===== src/rtl/light_prox_pkg.sv =====
/*
 * shared constants and types of the light / proximity threshold block:
 * command codes, field positions, reset values, timing counts, state types.
 * assumes a 200 MHz core clock.
 */
package light_prox_pkg;

    // clock and timing
    localparam int unsigned CLOCK_MHZ          = 200;
    localparam int unsigned CLOCK_KHZ          = CLOCK_MHZ * 1000;
    localparam int unsigned AMB_BASE_MS        = 50;
    localparam int unsigned AMB_BASE_CYCLES    = AMB_BASE_MS * CLOCK_KHZ;
    localparam int unsigned PROX_PERIOD_US     = 5000;
    localparam int unsigned PROX_PERIOD_CYCLES = PROX_PERIOD_US * CLOCK_MHZ;
    localparam logic [2:0]  AMB_IT_MAX_SHIFT   = 3'h4;

    // bus slave address (7-bit)
    localparam logic [6:0] SLAVE_ADDR = 7'h60;

    // command codes
    localparam logic [7:0] CMD_AMB_CONF    = 8'h00;
    localparam logic [7:0] CMD_AMB_HIGH    = 8'h01;
    localparam logic [7:0] CMD_AMB_LOW     = 8'h02;
    localparam logic [7:0] CMD_PROX_CONF   = 8'h03;
    localparam logic [7:0] CMD_PROX_CONF3  = 8'h04;
    localparam logic [7:0] CMD_PROX_OFFSET = 8'h05;
    localparam logic [7:0] CMD_PROX_LOW    = 8'h06;
    localparam logic [7:0] CMD_PROX_HIGH   = 8'h07;
    localparam logic [7:0] CMD_PROX_RESULT = 8'h08;
    localparam logic [7:0] CMD_AMB_RESULT  = 8'h0b;
    localparam logic [7:0] CMD_FLAGS       = 8'h0d;

    // field positions inside the 16-bit command words
    localparam int unsigned AMB_IT_LSB      = 5;
    localparam int unsigned AMB_PERS_LSB    = 2;
    localparam int unsigned AMB_IRQ_EN_BIT  = 1;
    localparam int unsigned AMB_RANGE_A_BIT = 8;
    localparam int unsigned AMB_RANGE_B_BIT = 9;
    localparam int unsigned PROX_PERS_LSB   = 4;
    localparam int unsigned PROX_SEL_LSB    = 8;
    localparam int unsigned PROX_MECH_BIT   = 11;
    localparam int unsigned PROX_FORCE_BIT  = 3;
    localparam int unsigned PROX_TRIG_BIT   = 2;

    // flag byte layout
    localparam int unsigned FLAG_AMB_LOW  = 5;
    localparam int unsigned FLAG_AMB_HIGH = 4;
    localparam int unsigned FLAG_SUN      = 2;
    localparam int unsigned FLAG_CLOSE    = 1;
    localparam int unsigned FLAG_AWAY     = 0;

    // reset values
    localparam logic [15:0] REG_RESET   = 16'h0000;
    localparam logic [7:0]  FLAGS_RESET = 8'h00;

    typedef enum logic [3:0] {
        BUS_IDLE,
        BUS_ADDR,
        BUS_ADDR_ACK,
        BUS_CMD,
        BUS_CMD_ACK,
        BUS_WDATA,
        BUS_WDATA_ACK,
        BUS_RDATA,
        BUS_RACK
    } busState_t;

    typedef struct packed {
        logic        en;
        logic [3:0]  addr;
        logic [15:0] data;
        logic [1:0]  be;
    } memWrite_t;

    typedef struct packed {
        logic [1:0]  sclSync;
        logic [1:0]  sdaSync;
        logic        sclPrev;
        logic        sdaPrev;
        busState_t   bus;
        logic [3:0]  bitCnt;
        logic [7:0]  shift;
        logic [7:0]  cmd;
        logic        readDir;
        logic        byteSel;
        logic        masterAck;
        logic [7:0]  readFlags;
        logic        sdaOeN;
        logic        sdaOut;
        memWrite_t   wr;
        logic [31:0] ambTimer;
        logic [31:0] proxTimer;
        logic [15:0] ambResult;
        logic [15:0] proxResult;
        logic [3:0]  ambCount;
        logic [2:0]  closeCount;
        logic [2:0]  awayCount;
        logic        trigPending;
        logic        sunPrev;
        logic [7:0]  flags;
        logic        intN;
    } state_t;

endpackage : light_prox_pkg


===== src/rtl/light_prox_threshold_irq.sv =====
/*
 * ambient / proximity threshold, persistence and interrupt logic behind a
 * two-wire serial slave with command-coded 16-bit registers.
 * assumes converter samples on the core clock; scl and sda come from pins.
 */
// Contract
// - registers reset to defaults, no init needed
// - ambient thresholds built from two bytes
// - ambient outside window raises enabled interrupt
// - integration field picks 50 to 800 ms
// - each range option halves sensitivity, combinable
// - ambient persistence 1,2,4,8 consecutive periods
// - proximity compared against high and low thresholds
// - proximity persistence 1 to 4 periods
// - force mode: no result without trigger
// - every command register reads back
// - ambient result low/high byte in one word
// - crosstalk offset subtracted from raw proximity
// - shared interrupt pin driven low
// - registers stay accessible while interrupt asserted
// - proximity select: close, away, both, none
// - any flag rising pulls pin low
// - flag read clears flags after data returned
// - flag byte bit layout
// - close above high, away below low
`timescale 1ns/1ps
`default_nettype none

module light_prox_threshold_irq #(
    parameter logic [6:0]  slaveAddr        = light_prox_pkg::SLAVE_ADDR,
    parameter int unsigned ambBaseCycles    = light_prox_pkg::AMB_BASE_CYCLES,
    parameter int unsigned proxPeriodCycles = light_prox_pkg::PROX_PERIOD_CYCLES
) (
    // clock, reset, enable
    input  wire logic        clock,
    input  wire logic        rst,
    input  wire logic        ce,
    // serial bus pins
    input  wire logic        scl,
    input  wire logic        sdaIn,
    output logic             sdaOut,
    output logic             sdaOeN,
    // interrupt pin
    output logic             intN,
    // converter samples
    input  wire logic [15:0] ambientRaw,
    input  wire logic [15:0] proximityRaw,
    input  wire logic        sunlightActive
);

    light_prox_pkg::state_t s;
    light_prox_pkg::state_t n;

    logic [15:0] words [16];
    logic [15:0] memRd;
    logic        sclNow;
    logic        sdaNow;
    logic        sclRise;
    logic        sclFall;
    logic        startSeen;
    logic        stopSeen;
    logic [15:0] rdWord;
    logic        writable;
    logic [7:0]  txByte;
    logic        txSel;
    logic [7:0]  setMask;
    logic [7:0]  clearMask;
    logic [2:0]  itCode;
    logic [2:0]  itShift;
    logic [31:0] ambPeriod;
    logic [1:0]  rangeShift;
    logic [15:0] ambScaled;
    logic [3:0]  ambPersN;
    logic [2:0]  proxPersN;
    logic [15:0] proxCorr;
    logic        ambDone;
    logic        proxDone;
    logic        proxRun;
    logic        ambOut;
    logic [3:0]  ambNextCnt;
    logic [2:0]  closeNextCnt;
    logic [2:0]  awayNextCnt;

    cmd_reg_file #(
        .DEPTH (16),
        .AW    (4)
    ) u_regs (
        .clock  (clock),
        .rst    (rst),
        .ce     (ce),
        .wr     (s.wr),
        .rdAddr (s.cmd[3:0]),
        .rdData (memRd),
        .words  (words)
    );

    assign sclNow    = s.sclSync[1];
    assign sdaNow    = s.sdaSync[1];
    assign sclRise   = sclNow && !s.sclPrev;
    assign sclFall   = !sclNow && s.sclPrev;
    assign startSeen = sclNow && s.sclPrev && s.sdaPrev && !sdaNow;
    assign stopSeen  = sclNow && s.sclPrev && !s.sdaPrev && sdaNow;

    always_comb begin
        n         = s;
        setMask   = '0;
        clearMask = '0;
        n.wr.en   = 1'b0;
        n.sclSync = {s.sclSync[0], scl};
        n.sdaSync = {s.sdaSync[0], sdaIn};
        n.sclPrev = sclNow;
        n.sdaPrev = sdaNow;

        unique case (s.cmd)
            light_prox_pkg::CMD_PROX_RESULT: rdWord = s.proxResult;
            light_prox_pkg::CMD_AMB_RESULT:  rdWord = s.ambResult;
            light_prox_pkg::CMD_FLAGS:       rdWord = {s.flags, 8'h00};
            default:                         rdWord = (s.cmd[7:4] == 4'h0) ? memRd : 16'h0000;
        endcase
        txSel  = (s.bus == light_prox_pkg::BUS_RACK) ? !s.byteSel : 1'b0;
        txByte = txSel ? rdWord[15:8] : rdWord[7:0];
        writable = (s.cmd[7:4] == 4'h0)
                && (s.cmd != light_prox_pkg::CMD_PROX_RESULT)
                && (s.cmd != light_prox_pkg::CMD_AMB_RESULT)
                && (s.cmd != light_prox_pkg::CMD_FLAGS);

        if (startSeen) begin
            n.bus     = light_prox_pkg::BUS_ADDR;
            n.bitCnt  = 4'h0;
            n.byteSel = 1'b0;
            n.sdaOeN  = 1'b1;
        end else if (stopSeen) begin
            n.bus    = light_prox_pkg::BUS_IDLE;
            n.sdaOeN = 1'b1;
        end else begin
            unique case (s.bus)
                light_prox_pkg::BUS_IDLE: begin
                    n.sdaOeN = 1'b1;
                end
                light_prox_pkg::BUS_ADDR,
                light_prox_pkg::BUS_CMD,
                light_prox_pkg::BUS_WDATA: begin
                    if (sclRise) begin
                        n.shift  = {s.shift[6:0], sdaNow};
                        n.bitCnt = s.bitCnt + 4'h1;
                    end else if (sclFall && s.bitCnt == 4'h8) begin
                        n.bitCnt = 4'h0;
                        if (s.bus == light_prox_pkg::BUS_ADDR) begin
                            if (s.shift[7:1] == slaveAddr) begin
                                n.readDir = s.shift[0];
                                n.sdaOeN  = 1'b0;
                                n.bus     = light_prox_pkg::BUS_ADDR_ACK;
                            end else begin
                                n.bus = light_prox_pkg::BUS_IDLE;
                            end
                        end else if (s.bus == light_prox_pkg::BUS_CMD) begin
                            n.cmd     = s.shift;
                            n.byteSel = 1'b0;
                            n.sdaOeN  = 1'b0;
                            n.bus     = light_prox_pkg::BUS_CMD_ACK;
                        end else begin
                            n.wr.en   = writable;
                            n.wr.addr = s.cmd[3:0];
                            n.wr.data = {s.shift, s.shift};
                            n.wr.be   = s.byteSel ? 2'b10 : 2'b01;
                            if (writable && !s.byteSel
                                    && s.cmd == light_prox_pkg::CMD_PROX_CONF3
                                    && s.shift[light_prox_pkg::PROX_TRIG_BIT]) begin
                                n.trigPending = 1'b1;
                            end
                            n.sdaOeN = 1'b0;
                            n.bus    = light_prox_pkg::BUS_WDATA_ACK;
                        end
                    end
                end
                light_prox_pkg::BUS_ADDR_ACK: begin
                    if (sclFall) begin
                        if (s.readDir) begin
                            n.sdaOeN    = txByte[7];
                            n.shift     = {txByte[6:0], 1'b0};
                            n.byteSel   = 1'b0;
                            n.bus       = light_prox_pkg::BUS_RDATA;
                        end else begin
                            n.sdaOeN = 1'b1;
                            n.bus    = light_prox_pkg::BUS_CMD;
                        end
                    end
                end
                light_prox_pkg::BUS_CMD_ACK: begin
                    if (sclFall) begin
                        n.sdaOeN = 1'b1;
                        n.bus    = light_prox_pkg::BUS_WDATA;
                    end
                end
                light_prox_pkg::BUS_WDATA_ACK: begin
                    if (sclFall) begin
                        n.sdaOeN  = 1'b1;
                        n.byteSel = !s.byteSel;
                        n.bus     = light_prox_pkg::BUS_WDATA;
                    end
                end
                light_prox_pkg::BUS_RDATA: begin
                    if (sclRise) begin
                        n.bitCnt = s.bitCnt + 4'h1;
                    end else if (sclFall) begin
                        if (s.bitCnt == 4'h8) begin
                            n.sdaOeN = 1'b1;
                            n.bitCnt = 4'h0;
                            n.bus    = light_prox_pkg::BUS_RACK;
                            if (s.byteSel && s.cmd == light_prox_pkg::CMD_FLAGS) begin
                                clearMask = s.readFlags;
                            end
                        end else begin
                            n.sdaOeN = s.shift[7];
                            n.shift  = {s.shift[6:0], 1'b0};
                        end
                    end
                end
                light_prox_pkg::BUS_RACK: begin
                    if (sclRise) begin
                        n.masterAck = !sdaNow;
                    end else if (sclFall) begin
                        if (s.masterAck) begin
                            n.sdaOeN  = txByte[7];
                            n.shift   = {txByte[6:0], 1'b0};
                            n.readFlags = txByte;
                            n.byteSel = !s.byteSel;
                            n.bus     = light_prox_pkg::BUS_RDATA;
                        end else begin
                            n.bus = light_prox_pkg::BUS_IDLE;
                        end
                    end
                end
            endcase
        end

        itCode    = words[light_prox_pkg::CMD_AMB_CONF[3:0]][light_prox_pkg::AMB_IT_LSB +: 3];
        itShift   = (itCode > light_prox_pkg::AMB_IT_MAX_SHIFT) ?
                    light_prox_pkg::AMB_IT_MAX_SHIFT : itCode;
        ambPeriod = 32'(ambBaseCycles) << itShift;
        ambDone   = (s.ambTimer >= ambPeriod - 32'h1);
        n.ambTimer = ambDone ? 32'h0 : s.ambTimer + 32'h1;

        rangeShift = 2'(words[light_prox_pkg::CMD_AMB_CONF[3:0]][light_prox_pkg::AMB_RANGE_A_BIT])
                   + 2'(words[light_prox_pkg::CMD_AMB_CONF[3:0]][light_prox_pkg::AMB_RANGE_B_BIT]);
        ambScaled  = ambientRaw >> rangeShift;
        ambPersN   = 4'h1 << words[light_prox_pkg::CMD_AMB_CONF[3:0]][light_prox_pkg::AMB_PERS_LSB +: 2];

        ambOut     = 1'b0;
        ambNextCnt = s.ambCount;
        if (ambDone) begin
            n.ambResult = ambScaled;
            ambOut = (ambScaled > words[light_prox_pkg::CMD_AMB_HIGH[3:0]])
                  || (ambScaled < words[light_prox_pkg::CMD_AMB_LOW[3:0]]);
            ambNextCnt = !ambOut ? 4'h0 :
                         (s.ambCount == 4'h8) ? 4'h8 : s.ambCount + 4'h1;
            n.ambCount = ambNextCnt;
            if (ambOut && ambNextCnt >= ambPersN
                    && words[light_prox_pkg::CMD_AMB_CONF[3:0]][light_prox_pkg::AMB_IRQ_EN_BIT]) begin
                setMask[light_prox_pkg::FLAG_AMB_HIGH] =
                    ambScaled > words[light_prox_pkg::CMD_AMB_HIGH[3:0]];
                setMask[light_prox_pkg::FLAG_AMB_LOW] =
                    ambScaled < words[light_prox_pkg::CMD_AMB_LOW[3:0]];
            end
        end

        proxRun  = !words[light_prox_pkg::CMD_PROX_CONF3[3:0]][light_prox_pkg::PROX_FORCE_BIT]
                || s.trigPending;
        proxDone = proxRun && (s.proxTimer >= 32'(proxPeriodCycles) - 32'h1);
        n.proxTimer = (proxDone || !proxRun) ? 32'h0 : s.proxTimer + 32'h1;

        proxCorr = (proximityRaw > words[light_prox_pkg::CMD_PROX_OFFSET[3:0]]) ?
                   proximityRaw - words[light_prox_pkg::CMD_PROX_OFFSET[3:0]] : 16'h0000;
        proxPersN = 3'(words[light_prox_pkg::CMD_PROX_CONF[3:0]][light_prox_pkg::PROX_PERS_LSB +: 2])
                  + 3'h1;
        closeNextCnt = s.closeCount;
        awayNextCnt  = s.awayCount;
        if (proxDone) begin
            n.proxResult  = proxCorr;
            n.trigPending = 1'b0;
            closeNextCnt = !(proxCorr > words[light_prox_pkg::CMD_PROX_HIGH[3:0]]) ? 3'h0 :
                           (s.closeCount == 3'h4) ? 3'h4 : s.closeCount + 3'h1;
            awayNextCnt  = !(proxCorr < words[light_prox_pkg::CMD_PROX_LOW[3:0]]) ? 3'h0 :
                           (s.awayCount == 3'h4) ? 3'h4 : s.awayCount + 3'h1;
            n.closeCount = closeNextCnt;
            n.awayCount  = awayNextCnt;
            if (closeNextCnt != 3'h0 && closeNextCnt >= proxPersN
                    && words[light_prox_pkg::CMD_PROX_CONF[3:0]][light_prox_pkg::PROX_SEL_LSB]) begin
                setMask[light_prox_pkg::FLAG_CLOSE] = 1'b1;
            end
            if (awayNextCnt != 3'h0 && awayNextCnt >= proxPersN
                    && words[light_prox_pkg::CMD_PROX_CONF[3:0]][light_prox_pkg::PROX_SEL_LSB + 1]) begin
                setMask[light_prox_pkg::FLAG_AWAY] = 1'b1;
            end
        end

        n.sunPrev = sunlightActive;
        if (sunlightActive && !s.sunPrev) begin
            setMask[light_prox_pkg::FLAG_SUN] = 1'b1;
        end

        n.flags = (s.flags & ~clearMask) | setMask;
        n.intN   = ~(|n.flags);
        n.sdaOut = 1'b0;
    end

    always_ff @(posedge clock or posedge rst) begin
        if (rst) begin
            s             <= '0;
            s.sclSync     <= 2'b11;
            s.sdaSync     <= 2'b11;
            s.sclPrev     <= 1'b1;
            s.sdaPrev     <= 1'b1;
            s.bus         <= light_prox_pkg::BUS_IDLE;
            s.sdaOeN      <= 1'b1;
            s.flags       <= light_prox_pkg::FLAGS_RESET;
            s.intN        <= 1'b1;
        end else if (ce) begin
            s <= n;
        end
    end

    assign sdaOut = s.sdaOut;
    assign sdaOeN = s.sdaOeN;
    assign intN   = s.intN;

endmodule : light_prox_threshold_irq

`default_nettype wire


===== src/rtl/cmd_reg_file.sv =====
/*
 * command register storage: byte-writable words, registered read port,
 * and every word visible in parallel for the sensing logic.
 * assumes writes arrive on the core clock.
 */
`timescale 1ns/1ps
`default_nettype none

module cmd_reg_file #(
    parameter int unsigned DEPTH = 16,
    parameter int unsigned AW    = 4
) (
    // clock and reset
    input  wire logic                    clock,
    input  wire logic                    rst,
    input  wire logic                    ce,
    // write port
    input  wire light_prox_pkg::memWrite_t wr,
    // read port
    input  wire logic [AW-1:0]           rdAddr,
    output logic      [15:0]             rdData,
    // parallel view
    output logic      [15:0]             words [DEPTH]
);

    genvar i;
    generate
        for (i = 0; i < DEPTH; i++) begin : g_word
            always_ff @(posedge clock or posedge rst) begin
                if (rst) begin
                    words[i] <= light_prox_pkg::REG_RESET;
                end else if (ce && wr.en && wr.addr == AW'(i)) begin
                    if (wr.be[0]) begin
                        words[i][7:0] <= wr.data[7:0];
                    end
                    if (wr.be[1]) begin
                        words[i][15:8] <= wr.data[15:8];
                    end
                end
            end
        end
    endgenerate

    always_ff @(posedge clock or posedge rst) begin
        if (rst) begin
            rdData <= light_prox_pkg::REG_RESET;
        end else if (ce) begin
            rdData <= words[rdAddr];
        end
    end

endmodule : cmd_reg_file

`default_nettype wire


===== config.mk =====
export PLATFORM = sky130hd
export DESIGN_NAME = light_prox_threshold_irq
export DESIGN_NICKNAME = d
export VERILOG_FILES = /design/src/rtl/light_prox_pkg.sv /design/src/rtl/light_prox_threshold_irq.sv /design/src/rtl/cmd_reg_file.sv
export SDC_FILE = /design/constraint.sdc
export NUM_CORES = 1
export LEC_CHECK = 0
export ABC_AREA = 1
export BUFFER_PORTS_ARGS = -buffer_cell sky130_fd_sc_hd__buf_2
export CAP_MARGIN = 10
export CORE_MARGIN = 2
export CORE_UTILIZATION = 42
export CTS_BUF_LIST = sky130_fd_sc_hd__clkbuf_16
export DETAILED_ROUTE_END_ITERATION = 6
export SETUP_SLACK_MARGIN = 0.15
export SYNTH_ARGS = -nofsm -noshare
export SYNTH_HDL_FRONTEND = slang
export SYNTH_HIERARCHICAL = 1
export SYNTH_SLANG_ARGS = --single-unit

===== constraint.sdc =====
create_clock -name clock -period 9.56 [get_ports clock]
set_input_delay 1.912 -clock clock [delete_from_list [all_inputs] [get_ports clock]]
set_output_delay 1.912 -clock clock [all_outputs]
set_load 0.01 [all_outputs]

# Yosys cells after proc, flatten, opt, wreduce, memory -nomap -nowiden
# Index checks and enable logic that the tools add are counted.
[word_totals] ff_bits=454 inputBits=38 output_inout_bits=3 word_cells=393
[op_classes] add_sub_neg=10 magnitude_cmp=12 n_eq_ne=74 shifts=3 mux=112 n_bitwise=10 reduce_logical=111
[op_table] operator="8-bit two-way mux" count=21
[op_table] operator="23-bit two-way mux" count=7
[op_table] operator="16-bit two-way mux" count=5
[op_table] operator="2-bit AND reduction" count=34
[op_table] operator="32-bit by 1-bit adder with 32-bit output (second input constant)" count=2
[op_table] operator="16-bit binary-select mux with 4-bit select" count=1
[op_table] operator="32-bit two-way mux" count=2
[op_table] operator="16-bit greater-than comparator" count=3
[op_table] operator="4-bit two-way mux" count=12
[op_table] operator="4-bit != test (second input constant)" count=12
[op_table] operator="16-bit case mux with 3 select lines" count=1
[op_table] operator="9-bit two-way mux" count=5
[op_table] operator="4-bit == test (second input constant)" count=11
[op_table] operator="1-bit logical AND" count=40
[op_table] operator="1-bit two-way mux" count=37
[op_table] operator="4-bit by 3-bit == test with 1-bit output (second input constant)" count=8
[op_table] operator="32-bit by 20-bit >= comparator with 1-bit output (second input constant)" count=1
[op_table] operator="32-bit >= comparator" count=1
[op_table] operator="16-bit < comparator" count=2
[op_table] operator="8-bit case mux with 4 select lines" count=1
[op_table] operator="24-bit by 3-bit left shift with 32-bit output (first input constant)" count=1
[op_table] operator="32-bit by 1-bit subtractor with 32-bit output (second input constant)" count=1
[op_table] operator="31-bit two-way mux" count=1
[op_table] operator="3-bit != test (second input constant)" count=10
[op_table] operator="52 further kinds" count=113

# Longest topological paths before layout
[depth] word_depth=16 mapped_depth=35 mapped_depth_nobuf=34

# Modules after synthesis
# Netlist, hierarchy kept.
[modules_own_cells] mod="light_prox_threshold_irq" instances=1 cells_each=1708 area_per_inst_um2=12485.7 seq_area_each_um2=4364.2
[modules_own_cells] mod="cmd_reg_file" instances=1 cells_each=1534 area_per_inst_um2=12284.3 seq_area_each_um2=6806.5

# Least setup slack after synthesis
# No wires, ideal clock.
[synth_timing] kind="input -> register" start="in proximityRaw[0]" end="reg s[1] (netlist name)" setup_ns=0.117 t_arrival_ns=5.654 required_ns=9.443 slack_ns=3.788 stages=31 n_path_buf=0 path_cell_list="inv_1 -> ha_1 -> inv_1 -> fa_1 -> nand2_1 -> nand2_1 -> nand3_1 -> nand2_1 -> a21oi_1 -> o21ai_0 -> a31oi_1 -> o21ai_0 -> a21oi_1 -> ha_1 -> nand2_1 -> inv_1 -> a221oi_1 -> o21ai_0 -> a31oi_1 -> nand2_1 -> nor3_1 -> inv_1 -> ha_1 -> o21ai_0 -> nand2_1 -> a21oi_1 -> nor3b_1 -> nand2_1 -> nand2_1 -> nand2_1 -> nand2_1"
[synth_between] elab_chain_cells=10 elab_cells_between_ends=12 cone_classes="add/sub: 1; order compare: 3; mux: 4; bitwise: 1; reduce/logical: 3"
[synth_rtl] item="from (decl)" line="light_prox_threshold_irq.sv:47" text="input wire logic [15:0] proximityRaw,"
[synth_rtl] item="16-bit subtractor or 16-bit greater-than comparator (tied branches)" line="light_prox_threshold_irq.sv:273, light_prox_threshold_irq.sv:272"
[synth_rtl] item="16-bit two-way mux *" line="light_prox_threshold_irq.sv:272" text="proxCorr = (proximityRaw > words[light_prox_pkg::CMD_PROX_OFFSET[3:0]]) ?"
[synth_rtl] item="via proxCorr[14]" line="light_prox_threshold_irq.sv:75" text="logic [15:0] proxCorr;"
[synth_rtl] item="16-bit < comparator *" line="light_prox_threshold_irq.sv:283" text="awayNextCnt = !(proxCorr < words[light_prox_pkg::CMD_PROX_LOW[3:0]]) ? 3'h0 :"
[synth_rtl] item="3-bit two-way mux *" line="light_prox_threshold_irq.sv:283"
[synth_rtl] item="3-bit >= comparator or 3-bit nonzero test (tied branches)" line="light_prox_threshold_irq.sv:291" text="if (awayNextCnt != 3'h0 && awayNextCnt >= proxPersN"
[synth_rtl] item="1-bit logical AND *" line="light_prox_threshold_irq.sv:291"
[synth_rtl] item="1-bit logical AND *" line="light_prox_threshold_irq.sv:292" text="&& words[light_prox_pkg::CMD_PROX_CONF[3:0]][light_prox_pkg::PROX_SEL_LSB + 1]) begin"
[synth_rtl] item="1-bit two-way mux *" line="light_prox_threshold_irq.sv:291"
[synth_rtl] item="2-bit two-way mux *" line="light_prox_threshold_irq.sv:278" text="if (proxDone) begin"
[synth_rtl] item="8-bit by 6-bit bitwise OR with 8-bit output *" line="light_prox_threshold_irq.sv:302" text="n.flags = (s.flags & ~clearMask) | setMask;"
[synth_rtl] item="to (signal assigned)" line="light_prox_threshold_irq.sv:319" text="s <= n;"
[synth_rtl] item="to (decl)" line="light_prox_threshold_irq.sv:51" text="light_prox_pkg::state_t s;"
# The timed path passes the listed nets; every way through them passes the cells marked *.
# A chain may end at the register's enable or synchronous reset.

# Worst setup path after layout
# Ends and elaborated chain as after synthesis.

==> flow_summary.ini <==
[pwr]
p_total_mw = 4.66
leakage_nw = 12.4
p_per_area_nw_per_um2 = 173
peakVddDrop_v = 0.000122

[synthesis]
yosysTopAreaCell = dfrtp_1
synth.yosys.seq_area_share_pct = 45.1
synth-xor-area-share_pct = 1.03
synth_seq_cells = 446
yosys_warnings = 6
synth_cells = 3242
synth_area_sq_um = 24800
synthArstFlopShare_pct = 100
synth_top_family_by_area = simple AND/OR/NAND/NOR gates
synth_edf_count = 0
synth_simple_gate_area_share_pct = 27.4
ys_types = 63
synthMuxAreaShare_pct = 0.308
ys_top_cells_by_area = dfrtp_1, nand2_1, o21ai_0, ha_1, nand3_1
synth_nets = 3409
syn_avg_cell_area_sq_um = 7.64
synthFlopType = dfrtp_1
synth_top_area_share_pct = 44.2
synth_fa_ha_area_share_pct = 6.55
synth_compound_area_share_pct = 12.0

[sta]
rsz0062_at_grt = false
hold_viol = 0
setup_tns_ps = 0
finalCritPeriodShare_pct = 62.5
fin_skew_ps = 19.4
tightestPinTransition_ps = 1080
finalMaxSlewViolations = 0
period_needed_ps = 5980
finalSetupViolCount = 0
max_freq_mhz = 167
max_slew_margin_pct = 28.3

[routing]
drc = 0
wirelength_microns = 74700
drtAntennaViolNets = 0
drt-initial-drc-count = 2072
vias = 21800
drt-wirelength-per-cell_microns = 18.6
viasPerCell = 5.43
drt_pass1_iterations = 6

[floorplan]
io_pins = 41
num_rows = 89
die_w_microns = 247
initial_utilization_pct = 42.2
dieArea_sq_um = 60900
coreArea_sq_um = 58700
die_h_microns = 247

[hold_path]
hp-class = flop to flop

[grt]
grt_max_degree = 149
grt_pass1_vias = 20600
groute.usage.overall_pct = 24.9
antenna_found_initial = 0
grt_pass1_wl_microns = 118000
grt_overflow_total = 0

[worst_setup_path]
critPathLaunchType = input port
crit_buf_inv = 5
end_kind = flop
arrival_ps = 6460
crit_type = input port to flop
crit_top_cell = nand2_1
slowest_stage = fa_1
crit_family = compound AO/OA/AOI/OAI gates
max_stage_delay_ps = 380
required_ps = 10040
crit_fanout = 3

[place]
port_buffers = 39
gp_congestion = 0.924
dp_hpwl_microns = 52000

[finish]
antenna_cells = 0
final_nets = 3371
layout-drive-gt1-share_pct = 5.95
syn2layout_area_growth_pct = 8.90

[clock_network]
hold_buffers = 0
cts_sinks = 446
clk_latency_ps = 590
postCtsSetupRepairBufs = 0
htreeDepth = 2
numCtsBuffers = 50
cts.clk_slew.worst_paths_ps = 60
cts_root_buf = clkbuf_16
post_cts_resized = 0
cts_tree = done
clockBufferDepth = 3

[job]
maxCapViolations = 0

[outcome]
status = completed
-- worst reg2reg max path, delay by kind of cell (launching register included) --
family,cells,cell delay (ps)
buf+inv,6,660
compound gates,8,1700
fa+ha+maj,3,1110
flops,1,450
simple gates,10,1450
-- metal layers --
layer | share of wire [%] | GRT usage (%) | vias to the layer above
met5 | 0 | 0 | -
met1 | 45 | 34.8 | 10500
met2 | 46 | 40.3 | 663
li1 | - | - | 10500
met4 | 3.0 | 7.19 | 0
met3 | 6.0 | 3.15 | 117
-- stage by stage --
stage          hold slack (ps)  instance area (sq um)  util [%]  cells  worst slack (ps)
2_1_floorplan              442                  24800         -   3242               153
5_1_grt                    489                  27000      46.0   4014              3020
6_report                   469                  27000      46.0   4014              3580
3_3_place_gp               453                  25400      43.3   3925              3010
3_5_place_dp               463                  25400      43.3   3925              2990
4_1_cts                    472                  27000      46.0   4014              3600
-- state kept, by name, summed over array words and instances, names as in the netlist --
name / cells
u_regs/rdData: 16
intN: 1
s: 168
n: 4
u_regs/words: 256
sdaOeN: 1
-- report_power, final --
group          internal (mW)  switching, mW
sequential              2.00         0.0932
combinational          0.225          0.482
clock                   1.07          0.794
total                   3.29           1.37
-- cells in the mapped netlist (all sizes together), types with 3 or more instances --
cell / instances
inv: 331
o2111ai: 9
xor2: 23
dfstp: 8
dfrtp: 438
nand3b: 3
o21ai: 391
nor3b: 8
a22oi: 9
nand4: 30
a221oi: 6
nor3: 49
xnor2: 6
a21oi: 81
o21bai: 3
a211oi: 5
clkinv: 4
a31oi: 9
and2: 3
o22ai: 6
o221ai: 4
o21a: 5
buf: 51
o211ai: 5
nand3: 279
nor2: 176
or2: 9
mux2: 5
o41ai: 3
nor4: 11
clkbuf: 91
ha: 128
nand2: 1034
-- logic make-up after synthesis --
| family | Yosys count |
|---|---|
| AOI/OAI and AO/OA | 549 |
| xor gates and xnor gates | 29 |
| adders and majority gates | 129 |
| buffers and inverters | 477 |
| DFF | 446 |
| muxes | 7 |
| other | 1 |
| and+or+nand+nor | 1604 |
-- area by class of cell --
class                   count  area (sq um)
inverters                 335          1270
flip-flops and latches    446         11200
well taps                 773           967
fillers                  5828         31700
clock inverters            38           278
clock buffers              51          1280
repair buffers             52           293
multi-input cells        2319         11700
-- path summary, 6_finish.rpt --
kind	from	to	slack [ps]	depth (start not counted)
setup reg to reg	u_regs/words[248]	intN	4120	27
setup / recovery	proximityRaw[0]	s[1]	3580	32
hold / removal	n[182]	n[182]	470	2
max in group asynchronous	rst	s[153]	6290	3
min in group asynchronous	rst	s[73]	1600	2
hold reg to reg	n[182]	n[182]	470	2
-- cell usage in the layout (no fill, tap or decap), drive strengths merged, types with 9 or more instances in the layout --
cell type and instances:
inv 339, xor2 23, nand3 279, o2111ai 9, clkbuf 51, nand4 30
a21oi 81, a31oi 9, a22oi 9, buf 52, or2 9, nor3 49
nand2 1034, nor2 176, nor4 11, ha 128, o21ai 391, dfrtp 438
clkinv 26
Note: power is estimated with default switching activity, not from simulation.
